`config.mk`:
```
export PLATFORM = sky130hd
export DESIGN_NAME = acrp_device_flat
export DESIGN_NICKNAME = d
export VERILOG_FILES = /design/src/logic/acrp_pkg.sv /design/src/logic/acrp_if.sv /design/src/logic/acrp_device.sv /design/src/flat_wrapper.sv
export VERILOG_INCLUDE_DIRS = /design/src /design/src/logic
export SDC_FILE = /design/constraint.sdc
export NUM_CORES = 1
export LEC_CHECK = 0
export BUFFER_PORTS_ARGS = -buffer_cell sky130_fd_sc_hd__buf_4
export CAP_MARGIN = 20
export CELL_PAD_IN_SITES_DETAIL_PLACEMENT = 0
export CELL_PAD_IN_SITES_GLOBAL_PLACEMENT = 1
export CORE_AREA = 2 2 82 84
export DETAILED_ROUTE_END_ITERATION = 8
export DIE_AREA = 0 0 84 86
export MAX_ROUTING_LAYER = met4
export PLACE_DENSITY_LB_ADDON = 0.1
export RECOVER_POWER = 25
export SLEW_MARGIN = 25
export SYNTH_ARGS = -nofsm -noshare
export SYNTH_HDL_FRONTEND = slang
export SYNTH_SLANG_ARGS = --single-unit
export TNS_END_PERCENT = 5
```
`constraint.sdc`:
```
create_clock -name sys_clk -period 2.01 [get_ports sys_clk]
set_clock_uncertainty 0.05 [all_clocks]
set_input_delay 0.1005 -clock sys_clk [delete_from_list [all_inputs] [get_ports sys_clk]]
set_output_delay 0.1005 -clock sys_clk [all_outputs]
set_load 0.01 [all_outputs]
```
`src/logic/acrp_params.svh`:
```
`ifndef ACRP_PARAMS_SVH
`define ACRP_PARAMS_SVH

`define ACRP_CLK_NS      100
`define ACRP_CODE_W      8
`define ACRP_LSB_STEPS   256
`define ACRP_PWRUP_NS    1000
`define ACRP_PWRUP_CYC   ((`ACRP_PWRUP_NS + `ACRP_CLK_NS - 1) / `ACRP_CLK_NS)
`define ACRP_CONV_NS     4500
`define ACRP_CONV_CYC    (`ACRP_CONV_NS / `ACRP_CLK_NS)
`define ACRP_RD_GAP_NS   100
`define ACRP_RD_GAP_CYC  ((`ACRP_RD_GAP_NS + `ACRP_CLK_NS - 1) / `ACRP_CLK_NS)
`define ACRP_READ_CYC    2

`endif

```
`src/logic/acrp_pkg.sv`:
```
package acrp_pkg;
    typedef logic [7:0] acrp_code_t;

    typedef enum logic [0:0] {
        DEV_IDLE,
        DEV_CONV
    } acrp_dev_state_t;

    typedef enum logic [2:0] {
        H_IDLE,
        H_HIGH,
        H_LOW,
        H_CONV,
        H_READ,
        H_GAP
    } acrp_host_state_t;
endpackage

```
`src/logic/acrp_if.sv`:
```
`timescale 1ns/1ns
interface acrp_if;
    logic                 convert_start_n;
    logic                 cs_n;
    logic                 rd_n;
    logic                 busy;
    logic                 data_oe;
    acrp_pkg::acrp_code_t data;

    modport dev (
        input  convert_start_n,
        input  cs_n,
        input  rd_n,
        output busy,
        output data_oe,
        output data
    );

    modport host (
        output convert_start_n,
        output cs_n,
        output rd_n,
        input  busy,
        input  data_oe,
        input  data
    );
endinterface

```
`src/logic/acrp_device.sv`:
```
`timescale 1ns/1ns
`include "acrp_params.svh"

module acrp_device #(
    parameter int PWRUP_CYC = `ACRP_PWRUP_CYC,
    parameter int CONV_CYC  = `ACRP_CONV_CYC
) (
    input  wire logic                 sys_clk,     // 10 MHz clock
    input  wire logic                 sys_rst,     // Sync reset, high
    input  wire logic                 clk_en,      // Low freezes state
    input  wire acrp_pkg::acrp_code_t analog_code, // Input level as code
    acrp_if.dev                       link,        // Host-facing pins
    output logic                      powered,     // Converter powered
    output logic                      holding,     // Sampler in hold
    output logic                      fast_mode,   // Last end chose mode 1
    output logic                      conv_done,   // One-cycle end pulse
    output acrp_pkg::acrp_code_t      last_result  // Output data register
);
    import acrp_pkg::*;

    localparam int CW  = `ACRP_CODE_W;
    localparam int PW  = $clog2(PWRUP_CYC + 1);
    localparam int CNW = $clog2(CONV_CYC + 1);

    localparam logic [PW-1:0]  PULSE_LOAD = PW'(PWRUP_CYC - 1);
    localparam logic [CNW-1:0] CONV_LOAD  = CNW'(CONV_CYC - 1);
    localparam acrp_code_t     MSB_MASK   = acrp_code_t'(`ACRP_LSB_STEPS / 2);

    logic            start_q_r;
    logic [PW-1:0]   pulse_cnt_r;
    logic            pulse_r;
    logic            gated;
    logic            gated_q_r;
    logic            start_rise;
    logic            gate_fall;
    logic            conv_start;
    logic            conv_end;
    acrp_dev_state_t state_r;
    logic [CNW-1:0]  conv_cnt_r;
    acrp_code_t      sample_r;
    acrp_code_t      sar_r;
    acrp_code_t      mask_r;
    acrp_code_t      result_r;
    logic            busy_r;
    logic            hold_r;
    logic            pwr_r;
    logic            mode_hs_r;
    logic            done_r;
    logic            oe_r;
    acrp_code_t      bus_r;

    // One successive-approximation trial: keep the bit if not above input
    function automatic acrp_code_t sar_step(input acrp_code_t acc,
                                            input acrp_code_t bit_mask,
                                            input acrp_code_t level);
        acrp_code_t trial;
        trial = acc | bit_mask;
        if (trial <= level) begin
            sar_step = trial;
        end else begin
            sar_step = acc;
        end
    endfunction

    assign start_rise = link.convert_start_n & ~start_q_r;
    assign gated      = link.convert_start_n | pulse_r;
    assign gate_fall  = gated_q_r & ~gated;
    assign conv_start = gate_fall & pwr_r & (state_r == DEV_IDLE);
    assign conv_end   = (state_r == DEV_CONV) && (conv_cnt_r == '0);

    // Reset value low matches a start pin held low at power-up
    always_ff @(posedge sys_clk) begin
        if (sys_rst) begin
            start_q_r <= 1'b0;
            gated_q_r <= 1'b0;
        end else if (clk_en) begin
            start_q_r <= link.convert_start_n;
            gated_q_r <= gated;
        end
    end

    // Pulse stays high for exactly the power-up count after the rise
    always_ff @(posedge sys_clk) begin
        if (sys_rst) begin
            pulse_r     <= 1'b0;
            pulse_cnt_r <= '0;
        end else if (clk_en) begin
            if (start_rise) begin
                pulse_r     <= 1'b1;
                pulse_cnt_r <= PULSE_LOAD;
            end else if (pulse_r) begin
                if (pulse_cnt_r == '0) begin
                    pulse_r <= 1'b0;
                end else begin
                    pulse_cnt_r <= pulse_cnt_r - 1'b1;
                end
            end
        end
    end

    // Power state: off after reset, on at any rising start edge
    always_ff @(posedge sys_clk) begin
        if (sys_rst) begin
            pwr_r <= 1'b0;
        end else if (clk_en) begin
            if (start_rise) begin
                pwr_r <= 1'b1;
            end else if (conv_end) begin
                pwr_r <= link.convert_start_n;
            end
        end
    end

    // Conversion sequencer; one trial per cycle, then wait out the count
    always_ff @(posedge sys_clk) begin
        if (sys_rst) begin
            state_r    <= DEV_IDLE;
            conv_cnt_r <= '0;
            sample_r   <= '0;
            sar_r      <= '0;
            mask_r     <= '0;
            busy_r     <= 1'b0;
            hold_r     <= 1'b0;
        end else if (clk_en) begin
            unique case (state_r)
                DEV_IDLE: begin
                    if (conv_start) begin
                        state_r    <= DEV_CONV;
                        conv_cnt_r <= CONV_LOAD;
                        sample_r   <= analog_code;
                        sar_r      <= '0;
                        mask_r     <= MSB_MASK;
                        busy_r     <= 1'b1;
                        hold_r     <= 1'b1;
                    end
                end
                DEV_CONV: begin
                    if (mask_r != '0) begin
                        sar_r  <= sar_step(sar_r, mask_r, sample_r);
                        mask_r <= mask_r >> 1;
                    end
                    if (conv_cnt_r == '0) begin
                        state_r <= DEV_IDLE;
                        busy_r  <= 1'b0;
                        hold_r  <= 1'b0;
                    end else begin
                        conv_cnt_r <= conv_cnt_r - 1'b1;
                    end
                end
            endcase
        end
    end

    // Result register; cleared when busy rises so a stray read returns zero
    always_ff @(posedge sys_clk) begin
        if (sys_rst) begin
            result_r  <= '0;
            mode_hs_r <= 1'b0;
            done_r    <= 1'b0;
        end else if (clk_en) begin
            done_r <= conv_end;
            if (conv_start) begin
                result_r <= '0;
            end else if (conv_end) begin
                result_r  <= sar_r;
                mode_hs_r <= link.convert_start_n;
            end
        end
    end

    // Read port ignores the power state so a stored result stays readable
    always_ff @(posedge sys_clk) begin
        if (sys_rst) begin
            oe_r  <= 1'b0;
            bus_r <= '0;
        end else if (clk_en) begin
            oe_r <= ~link.cs_n & ~link.rd_n;
            if (~link.cs_n & ~link.rd_n) begin
                bus_r <= result_r;
            end else begin
                bus_r <= '0;
            end
        end
    end

    assign link.busy    = busy_r;
    assign link.data_oe = oe_r;
    assign link.data    = bus_r;
    assign powered      = pwr_r;
    assign holding      = hold_r;
    assign fast_mode    = mode_hs_r;
    assign conv_done    = done_r;
    assign last_result  = result_r;

endmodule

```
`src/flat_wrapper.sv`:
```
// flat-port wrapper written by rule: the top's interface ports become plain ports
module acrp_device_flat import acrp_pkg::*;
#(
    parameter int PWRUP_CYC = `ACRP_PWRUP_CYC,
    parameter int CONV_CYC  = `ACRP_CONV_CYC
)
  (sys_clk, sys_rst, clk_en, analog_code, powered, holding, fast_mode, conv_done, last_result, link_convert_start_n, link_cs_n, link_rd_n, link_busy, link_data_oe, link_data);
  acrp_if link_i ();
  input  wire logic sys_clk;
  input  wire logic sys_rst;
  input  wire logic clk_en;
  input  wire acrp_pkg::acrp_code_t analog_code;
  output logic powered;
  output logic holding;
  output logic fast_mode;
  output logic conv_done;
  output acrp_pkg::acrp_code_t last_result;
  input wire logic [$bits(link_i.convert_start_n)-1:0] link_convert_start_n;
  input wire logic [$bits(link_i.cs_n)-1:0] link_cs_n;
  input wire logic [$bits(link_i.rd_n)-1:0] link_rd_n;
  output wire logic [$bits(link_i.busy)-1:0] link_busy;
  output wire logic [$bits(link_i.data_oe)-1:0] link_data_oe;
  output wire logic [$bits(link_i.data)-1:0] link_data;
  assign link_i.convert_start_n = link_convert_start_n;
  assign link_i.cs_n = link_cs_n;
  assign link_i.rd_n = link_rd_n;
  assign link_busy = link_i.busy;
  assign link_data_oe = link_i.data_oe;
  assign link_data = link_i.data;
  acrp_device #(.PWRUP_CYC(PWRUP_CYC), .CONV_CYC(CONV_CYC)) u_core (.sys_clk(sys_clk), .sys_rst(sys_rst), .clk_en(clk_en), .analog_code(analog_code), .link(link_i), .powered(powered), .holding(holding), .fast_mode(fast_mode), .conv_done(conv_done), .last_result(last_result));
endmodule
```
==> impl_results.md, run 1 <==
* Total iterations of the first detailed-routing run at 4
* Syn Area/Cell at 8.55 sq um
* Sum Neg Setup Slack at 0 ns
* Die area at 7220 sq um
* Most frequent cell after synthesis: dfxtp_1
* Root buf cell: clkbuf_8
* Fin crit period at 1.90 ns
* RSZ-0062 raised after global routing: no
* Cells after synthesis at 302
* Required time worst endpoint at 2.19 ns
* Top Ports at 36
* GRT overflow at 0
* Clk sinks at 59
* Slew Limit Fails at 0
* Max_cap viols at 0
* Via/cell ratio at 5.10
* CTS Buf Count at 9
* Share of cells above drive strength 1 at 0.213
* Port bufs at 35
* Std-Cell Rows at 29
* Post-synth top area share at 0.457
* Initial antenna violation count at 0
* Synthesis-to-finish area growth at 25.7%
* Outcome: completed
* Largest area contributor in the netlist: dfxtp_1
* Internal reg-to-reg setup slack at 0.11 ns
* Nature of the critical path endpoint: flip-flop
* HPWL Detailed at around 4300 um
* Antenna-violating nets left at 0
* Clock latency on the worst-skew pair at 0.34 ns
* Worst setup SP type: flip-flop
* Post-CTS Setup Inserts at 0
* Per-cell routed wire length at 13.8 um
* Layout Nets at 381
* Max-slew headroom at 0.615
* PwrDens at 772 nW/um^2
* Initial Utilization at 0.411
* Final Cycle Share at 0.947
* Crit-path cells: or2_2 > ha_1 > nand2_1 > o21ai_0 > o21ai_1 > buf_4 > a32o_1
* Worst-path maximum fanout at 4
* Slew @ Worst Pin at 0.578 ns
* EDFF count, synth at 0
* Clock transition at path regs at 0.07 ns
* Final Util at 0.517
* Most frequent cells after synthesis: dfxtp_1, nand2_1, a21oi_1, nor2_1, nand3_1
* DR vias at 2238
* GRT Overall Usage at 0.184
* Post-Route WL at 6070 um
* Setup violators final at 0
* Vias in the first global route at 2051
* CTS tree: yes
* Worst min path class: input pin to flip-flop
* Synth Flop Type: dfxtp_1
* First-pass GRT wire length at roughly 10000 um
* Chip height at 86 um
* Worst vdd ir at 442 uV
* Count of cell types in the netlist at 43
* Post-Syn Nets at 326
* GPL Wtd Cong at 0.796
* Hold Fails Final Rpt at 0
* Critical path class: flip-flop to flip-flop
* Syn. warnings at 0
* Critical Path AT at 2.09 ns
* Initial DRC Count at 106
* Area contributors post-synth: dfxtp_1, a21oi_1, nand2_1, ha_1, nand3_1
* Dpl cell area at 2980 sq um
* CTS H-Tree Depth at 3
* Largest net degree at the start of global routing at 29
* Leakage power at 1.25 nW
* N_diodes at 0
* Post-synthesis cell area at 2580 sq um
* Chip width at approximately 84 um
* CTS Buffer Depth at 2
* Slowest cell on crit path: dfxtp_1
* Ys async rst share at 0
* Sequential fraction of the synthesis area at 0.457
* Remaining routing DRC violations at 0
* F_max at 525 MHz
* Seq cells post-synth at 59
* Post-route cell area at 3250 sq um
* Worst path max stage delay at 0.32 ns
* Core ar. at 6280 sq um
where the power goes:
part | switching [W] | leakage, nW | internal (W)
clock network | 0.000485 | 0.109 | 0.000694
logic | 0.0000723 | 0.661 | 0.0000603
registers | 0.0000113 | 0.477 | 0.00118
worst max-delay path, delay by kind of cell (launching register included):
family                     cells  cell delay (ns)
DFF                            1             0.32
AOI/OAI and AO/OA              3             0.59
and+or+nand+nor                2             0.35
adders and majority gates      1             0.32
buffers and inverters          1             0.16
cell usage in the layout, fill, tap and decap left out, drive strengths merged, types with 9 or more instances in the layout:
cell	count
nor2	26
clkbuf	22
dfxtp	59
o21ai	10
inv	14
a21oi	41
buf	39
nand2	43
nand3	20
ha	10
or2	10
dlygate4sd3	9
stage by stage:
| step | power, W | hold WS (ns) | cells | worst slack, ns |
|---|---|---|---|---|
| 2_1_floorplan | 0.00130 | 0.186 | 302 | 0.193 |
| 3_3_place_gp | 0.00134 | 0.299 | 414 | 0.122 |
| 3_5_place_dp | 0.00134 | 0.307 | 414 | 0.0924 |
| 4_1_cts | 0.00254 | 0.00711 | 439 | 0.0625 |
| 5_1_grt | 0.00261 | 0.0957 | 439 | 0.0185 |
| 6_report | 0.00251 | 0.0894 | 439 | 0.107 |
state kept, by name, summed over array words and instances (netlist names), 4 cells and up:
name                flops
u_core.last_result      8
u_core.pulse_cnt_r      4
u_core.conv_cnt_r       6
u_core.link.data        8
u_core.sample_r         8
u_core.mask_r           8
u_core.sar_r            8
final cells by class:
cell class / instances / area [sq um]
Inverter: 13 / 48.8
Tap cell: 77 / 96.3
Fill cell: 642 / 3030
Clock inverter: 7 / 91.3
Sequential cell: 59 / 1180
Timing Repair Buffer: 61 / 433
Clock buffer: 9 / 124
Multi-Input combinational cell: 213 / 1270
layer usage:
metal | routed length, um | global-route usage | vias up
li1 | - | - | 1157
met1 | 3080 | 0.251 | 1034
met2 | 2600 | 0.259 | 34
met3 | 247 | 0.0366 | 13
met4 | 137 | 0.0924 | 0
met5 | 0 | - | -
logic make-up (layout without fill, tap and decap cells):
| logic type | Yosys count | in the layout | synth area share |
|---|---|---|---|
| compound gates | 72 | 72 | 0.174 |
| xor+xnor | 6 | 6 | 0.0203 |
| fa+ha+maj | 10 | 10 | 0.0484 |
| buf+inv | 30 | 90 | 0.0543 |
| flops | 59 | 59 | 0.457 |
| simple gates | 125 | 125 | 0.245 |
final timing paths:
path,startpoint,end,cells past startpoint
worst max register to register,u_core.sar_r[7]$_SDFFE_PP0P_,u_core.sar_r[7]$_SDFFE_PP0P_,7
worst max-delay path,u_core.sar_r[7]$_SDFFE_PP0P_,u_core.sar_r[7]$_SDFFE_PP0P_,7
worst min-delay path,sys_rst,u_core.mask_r[7]$_SDFFE_PP0P_,2
worst min register to register,u_core.sample_r[1]$_SDFFE_PP0P_,u_core.sample_r[1]$_SDFFE_PP0P_,2
what timing repair did:
item                       4_1_cts  5_1_grt
hold endpoints to repair         9        0
setup endpoints to repair        0        2
hold buffers                     9        0
gates resized for setup          0        3
Note: power is estimated with default switching activity, not from simulation.
==> run 2, diff against run 1 <==
Settings changed: MAX_ROUTING_LAYER met4 to unset, SLEW_MARGIN 25 to 20.
==> impl_results.md, run 2 (synthesized netlist as in run 1, its figures left out) <==
* Worst vdd ir at 442 uV (about the same)
* Critical Path AT at 2.08 ns (was 2.09 ns)
* Share of cells above drive strength 1 at 0.215 (was 0.213)
* GRT Overall Usage at 0.179 (was 0.184)
* Root buf cell: clkbuf_8 (unchanged)
* Clock latency on the worst-skew pair at 0.34 ns (about the same)
* Port bufs at 35 (unchanged)
* Layout Nets at 381 (unchanged)
* HPWL Detailed at 4270 um (unchanged)
* RSZ-0062 raised after global routing: no (unchanged)
* Total iterations of the first detailed-routing run at 4 (unchanged)
* Worst min path class: input pin to flip-flop (unchanged)
* Max-slew headroom at 0.616 (was 0.615)
* Fin crit period at 1.90 ns (about the same)
* CTS tree: yes (unchanged)
* Final Cycle Share at 0.947 (about the same)
* CTS H-Tree Depth at 3 (unchanged)
* Final Power at 0.00250 W (was 0.00251 W)
* Chip width at 84 um (unchanged)
* GPL Wtd Cong at 0.785 (was 0.796)
* Hold Fails Final Rpt at 0 (unchanged)
* Antenna-violating nets left at 0 (unchanged)
* Vias in the first global route at 2039 (was 2051)
* First-pass GRT wire length at 10100 um (about the same)
* Synthesis-to-finish area growth at 25.8% (was 25.7%)
* Per-cell routed wire length at 13.8 um (about the same)
* F_max at 525 MHz (about the same)
* Die area at 7220 sq um (unchanged)
* Slew Limit Fails at 0 (unchanged)
* Chip height at 86 um (unchanged)
* Most frequent cells in the layout: dfxtp_1, nand2_1, a21oi_1, buf_4, nor2_1 (unchanged)
* Std-Cell Rows at 29 (unchanged)
* Outcome: completed (unchanged)
* Nature of the critical path endpoint: flip-flop (unchanged)
* Setup violators final at 0 (unchanged)
* Final hold slack at 0.0961 ns (was 0.0894 ns)
* Largest net degree at the start of global routing at 29 (unchanged)
* Clk sinks at 59 (unchanged)
* Multi-input combinational cell area at 1270 sq um (unchanged)
* CTS Buffer Depth at 2 (unchanged)
* PwrDens at 771 nW/um^2 (was 772 nW/um^2)
* Critical path class: flip-flop to flip-flop (unchanged)
* Initial Utilization at 0.411 (unchanged)
* Clock transition at path regs at 0.07 ns (about the same)
* Final Util at 0.518 (was 0.517)
* Max_cap viols at 0 (unchanged)
* Worst setup SP type: flip-flop (unchanged)
* N_diodes at 0 (unchanged)
* Post-CTS Setup Inserts at 0 (unchanged)
* Via/cell ratio at 5.07 (was 5.10)
* Sum Neg Setup Slack at 0 ns (unchanged)
* Filler Cells Inserted at 643 (was 642)
* Remaining routing DRC violations at 0 (unchanged)
* Commonest non-fill, non-tap cell in the layout: dfxtp_1 (unchanged)
* Initial DRC Count at 97 (was 106)
* Initial antenna violation count at 0 (unchanged)
* Register area at 1180 sq um (unchanged)
* Required time worst endpoint at 2.19 ns (about the same)
* Post-Route WL at 6060 um (was 6070 um)
* Leakage power at 1.25 nW (about the same)
* Core ar. at 6280 sq um (unchanged)
* CTS Buf Count at 9 (unchanged)
* DR vias at 2227 (was 2238)
* Worst-path maximum fanout at 4 (unchanged)
* Slew @ Worst Pin at 0.576 ns (was 0.578 ns)
* Top Ports at 36 (unchanged)
* GRT overflow at 0 (unchanged)
run 2: cell count changes in the layout (fill, tap and decap cells not counted):
cell and delta:
clkbuf_1 -1, buf_4 +1
run 2: worst paths after layout:
| kind | from | endpoint | slack (ns) | cells past startpoint |
|---|---|---|---|---|
| setup / recovery | u_core.sar_r[1]$_SDFFE_PP0P_ | u_core.sar_r[7]$_SDFFE_PP0P_ | 0.11 | 8 |
| hold / removal | sys_rst | u_core.mask_r[7]$_SDFFE_PP0P_ | 0.1 | 2 |
| setup reg to reg | u_core.sar_r[1]$_SDFFE_PP0P_ | u_core.sar_r[7]$_SDFFE_PP0P_ | 0.11 | 8 |
| hold reg to reg | u_core.sample_r[1]$_SDFFE_PP0P_ | u_core.sample_r[1]$_SDFFE_PP0P_ | 0.41 | 2 |
run 2: where the power goes:
part / internal [W] / total (W) / switching, W
registers: 0.00118 / 0.00119 / 0.0000112
logic: 0.0000612 / 0.000133 / 0.0000722
clock network: 0.000695 / 0.00118 / 0.000483
total: 0.00194 / 0.00250 / 0.000566
run 2: per-layer routing:
metal / global-route usage / share of wire / vias up
met4: 0.0836 / 0.012 / 0
met5: 0 / 0 / -
met3: 0.0452 / 0.044 / 5
met2: 0.257 / 0.44 / 37
li1: - / - / 1155
met1: 0.253 / 0.50 / 1030
run 2: what timing repair did:
item	in CTS	in global routing
resized for setup	0	3
setup endpoints to repair	0	2
hold buffers	9	0
endpoints found under the hold margin	9	0
run 2: cell type report:
class                   instances  share of cell area
multi-input cells             213               0.391
flip-flops and latches         59               0.363
repair buffers                 61               0.134
clock buffers                   9              0.0381
well taps                      77              0.0296
clock inverters                 7              0.0281
inverters                      13              0.0150
run 2: critical path: stages (launching register included):
cell	delay, ns
dfxtp_1	0.33
or2_4	0.26
ha_4	0.27
nor2b_1	0.12
o211ai_1	0.08
a21oi_1	0.21
o21ai_1	0.09
buf_4	0.16
a32o_1	0.24
run 2: through the flow:
stage | instance area [sq um] | std cells | worst slack [ns]
finish | 3250 | 439 | 0.106
global route | 3250 | 439 | 0.0304
CTS | 3280 | 439 | 0.0625
detailed placement | 2980 | 414 | 0.0924
global placement | 2980 | 414 | 0.122
floorplan | 2580 | 302 | 0.193
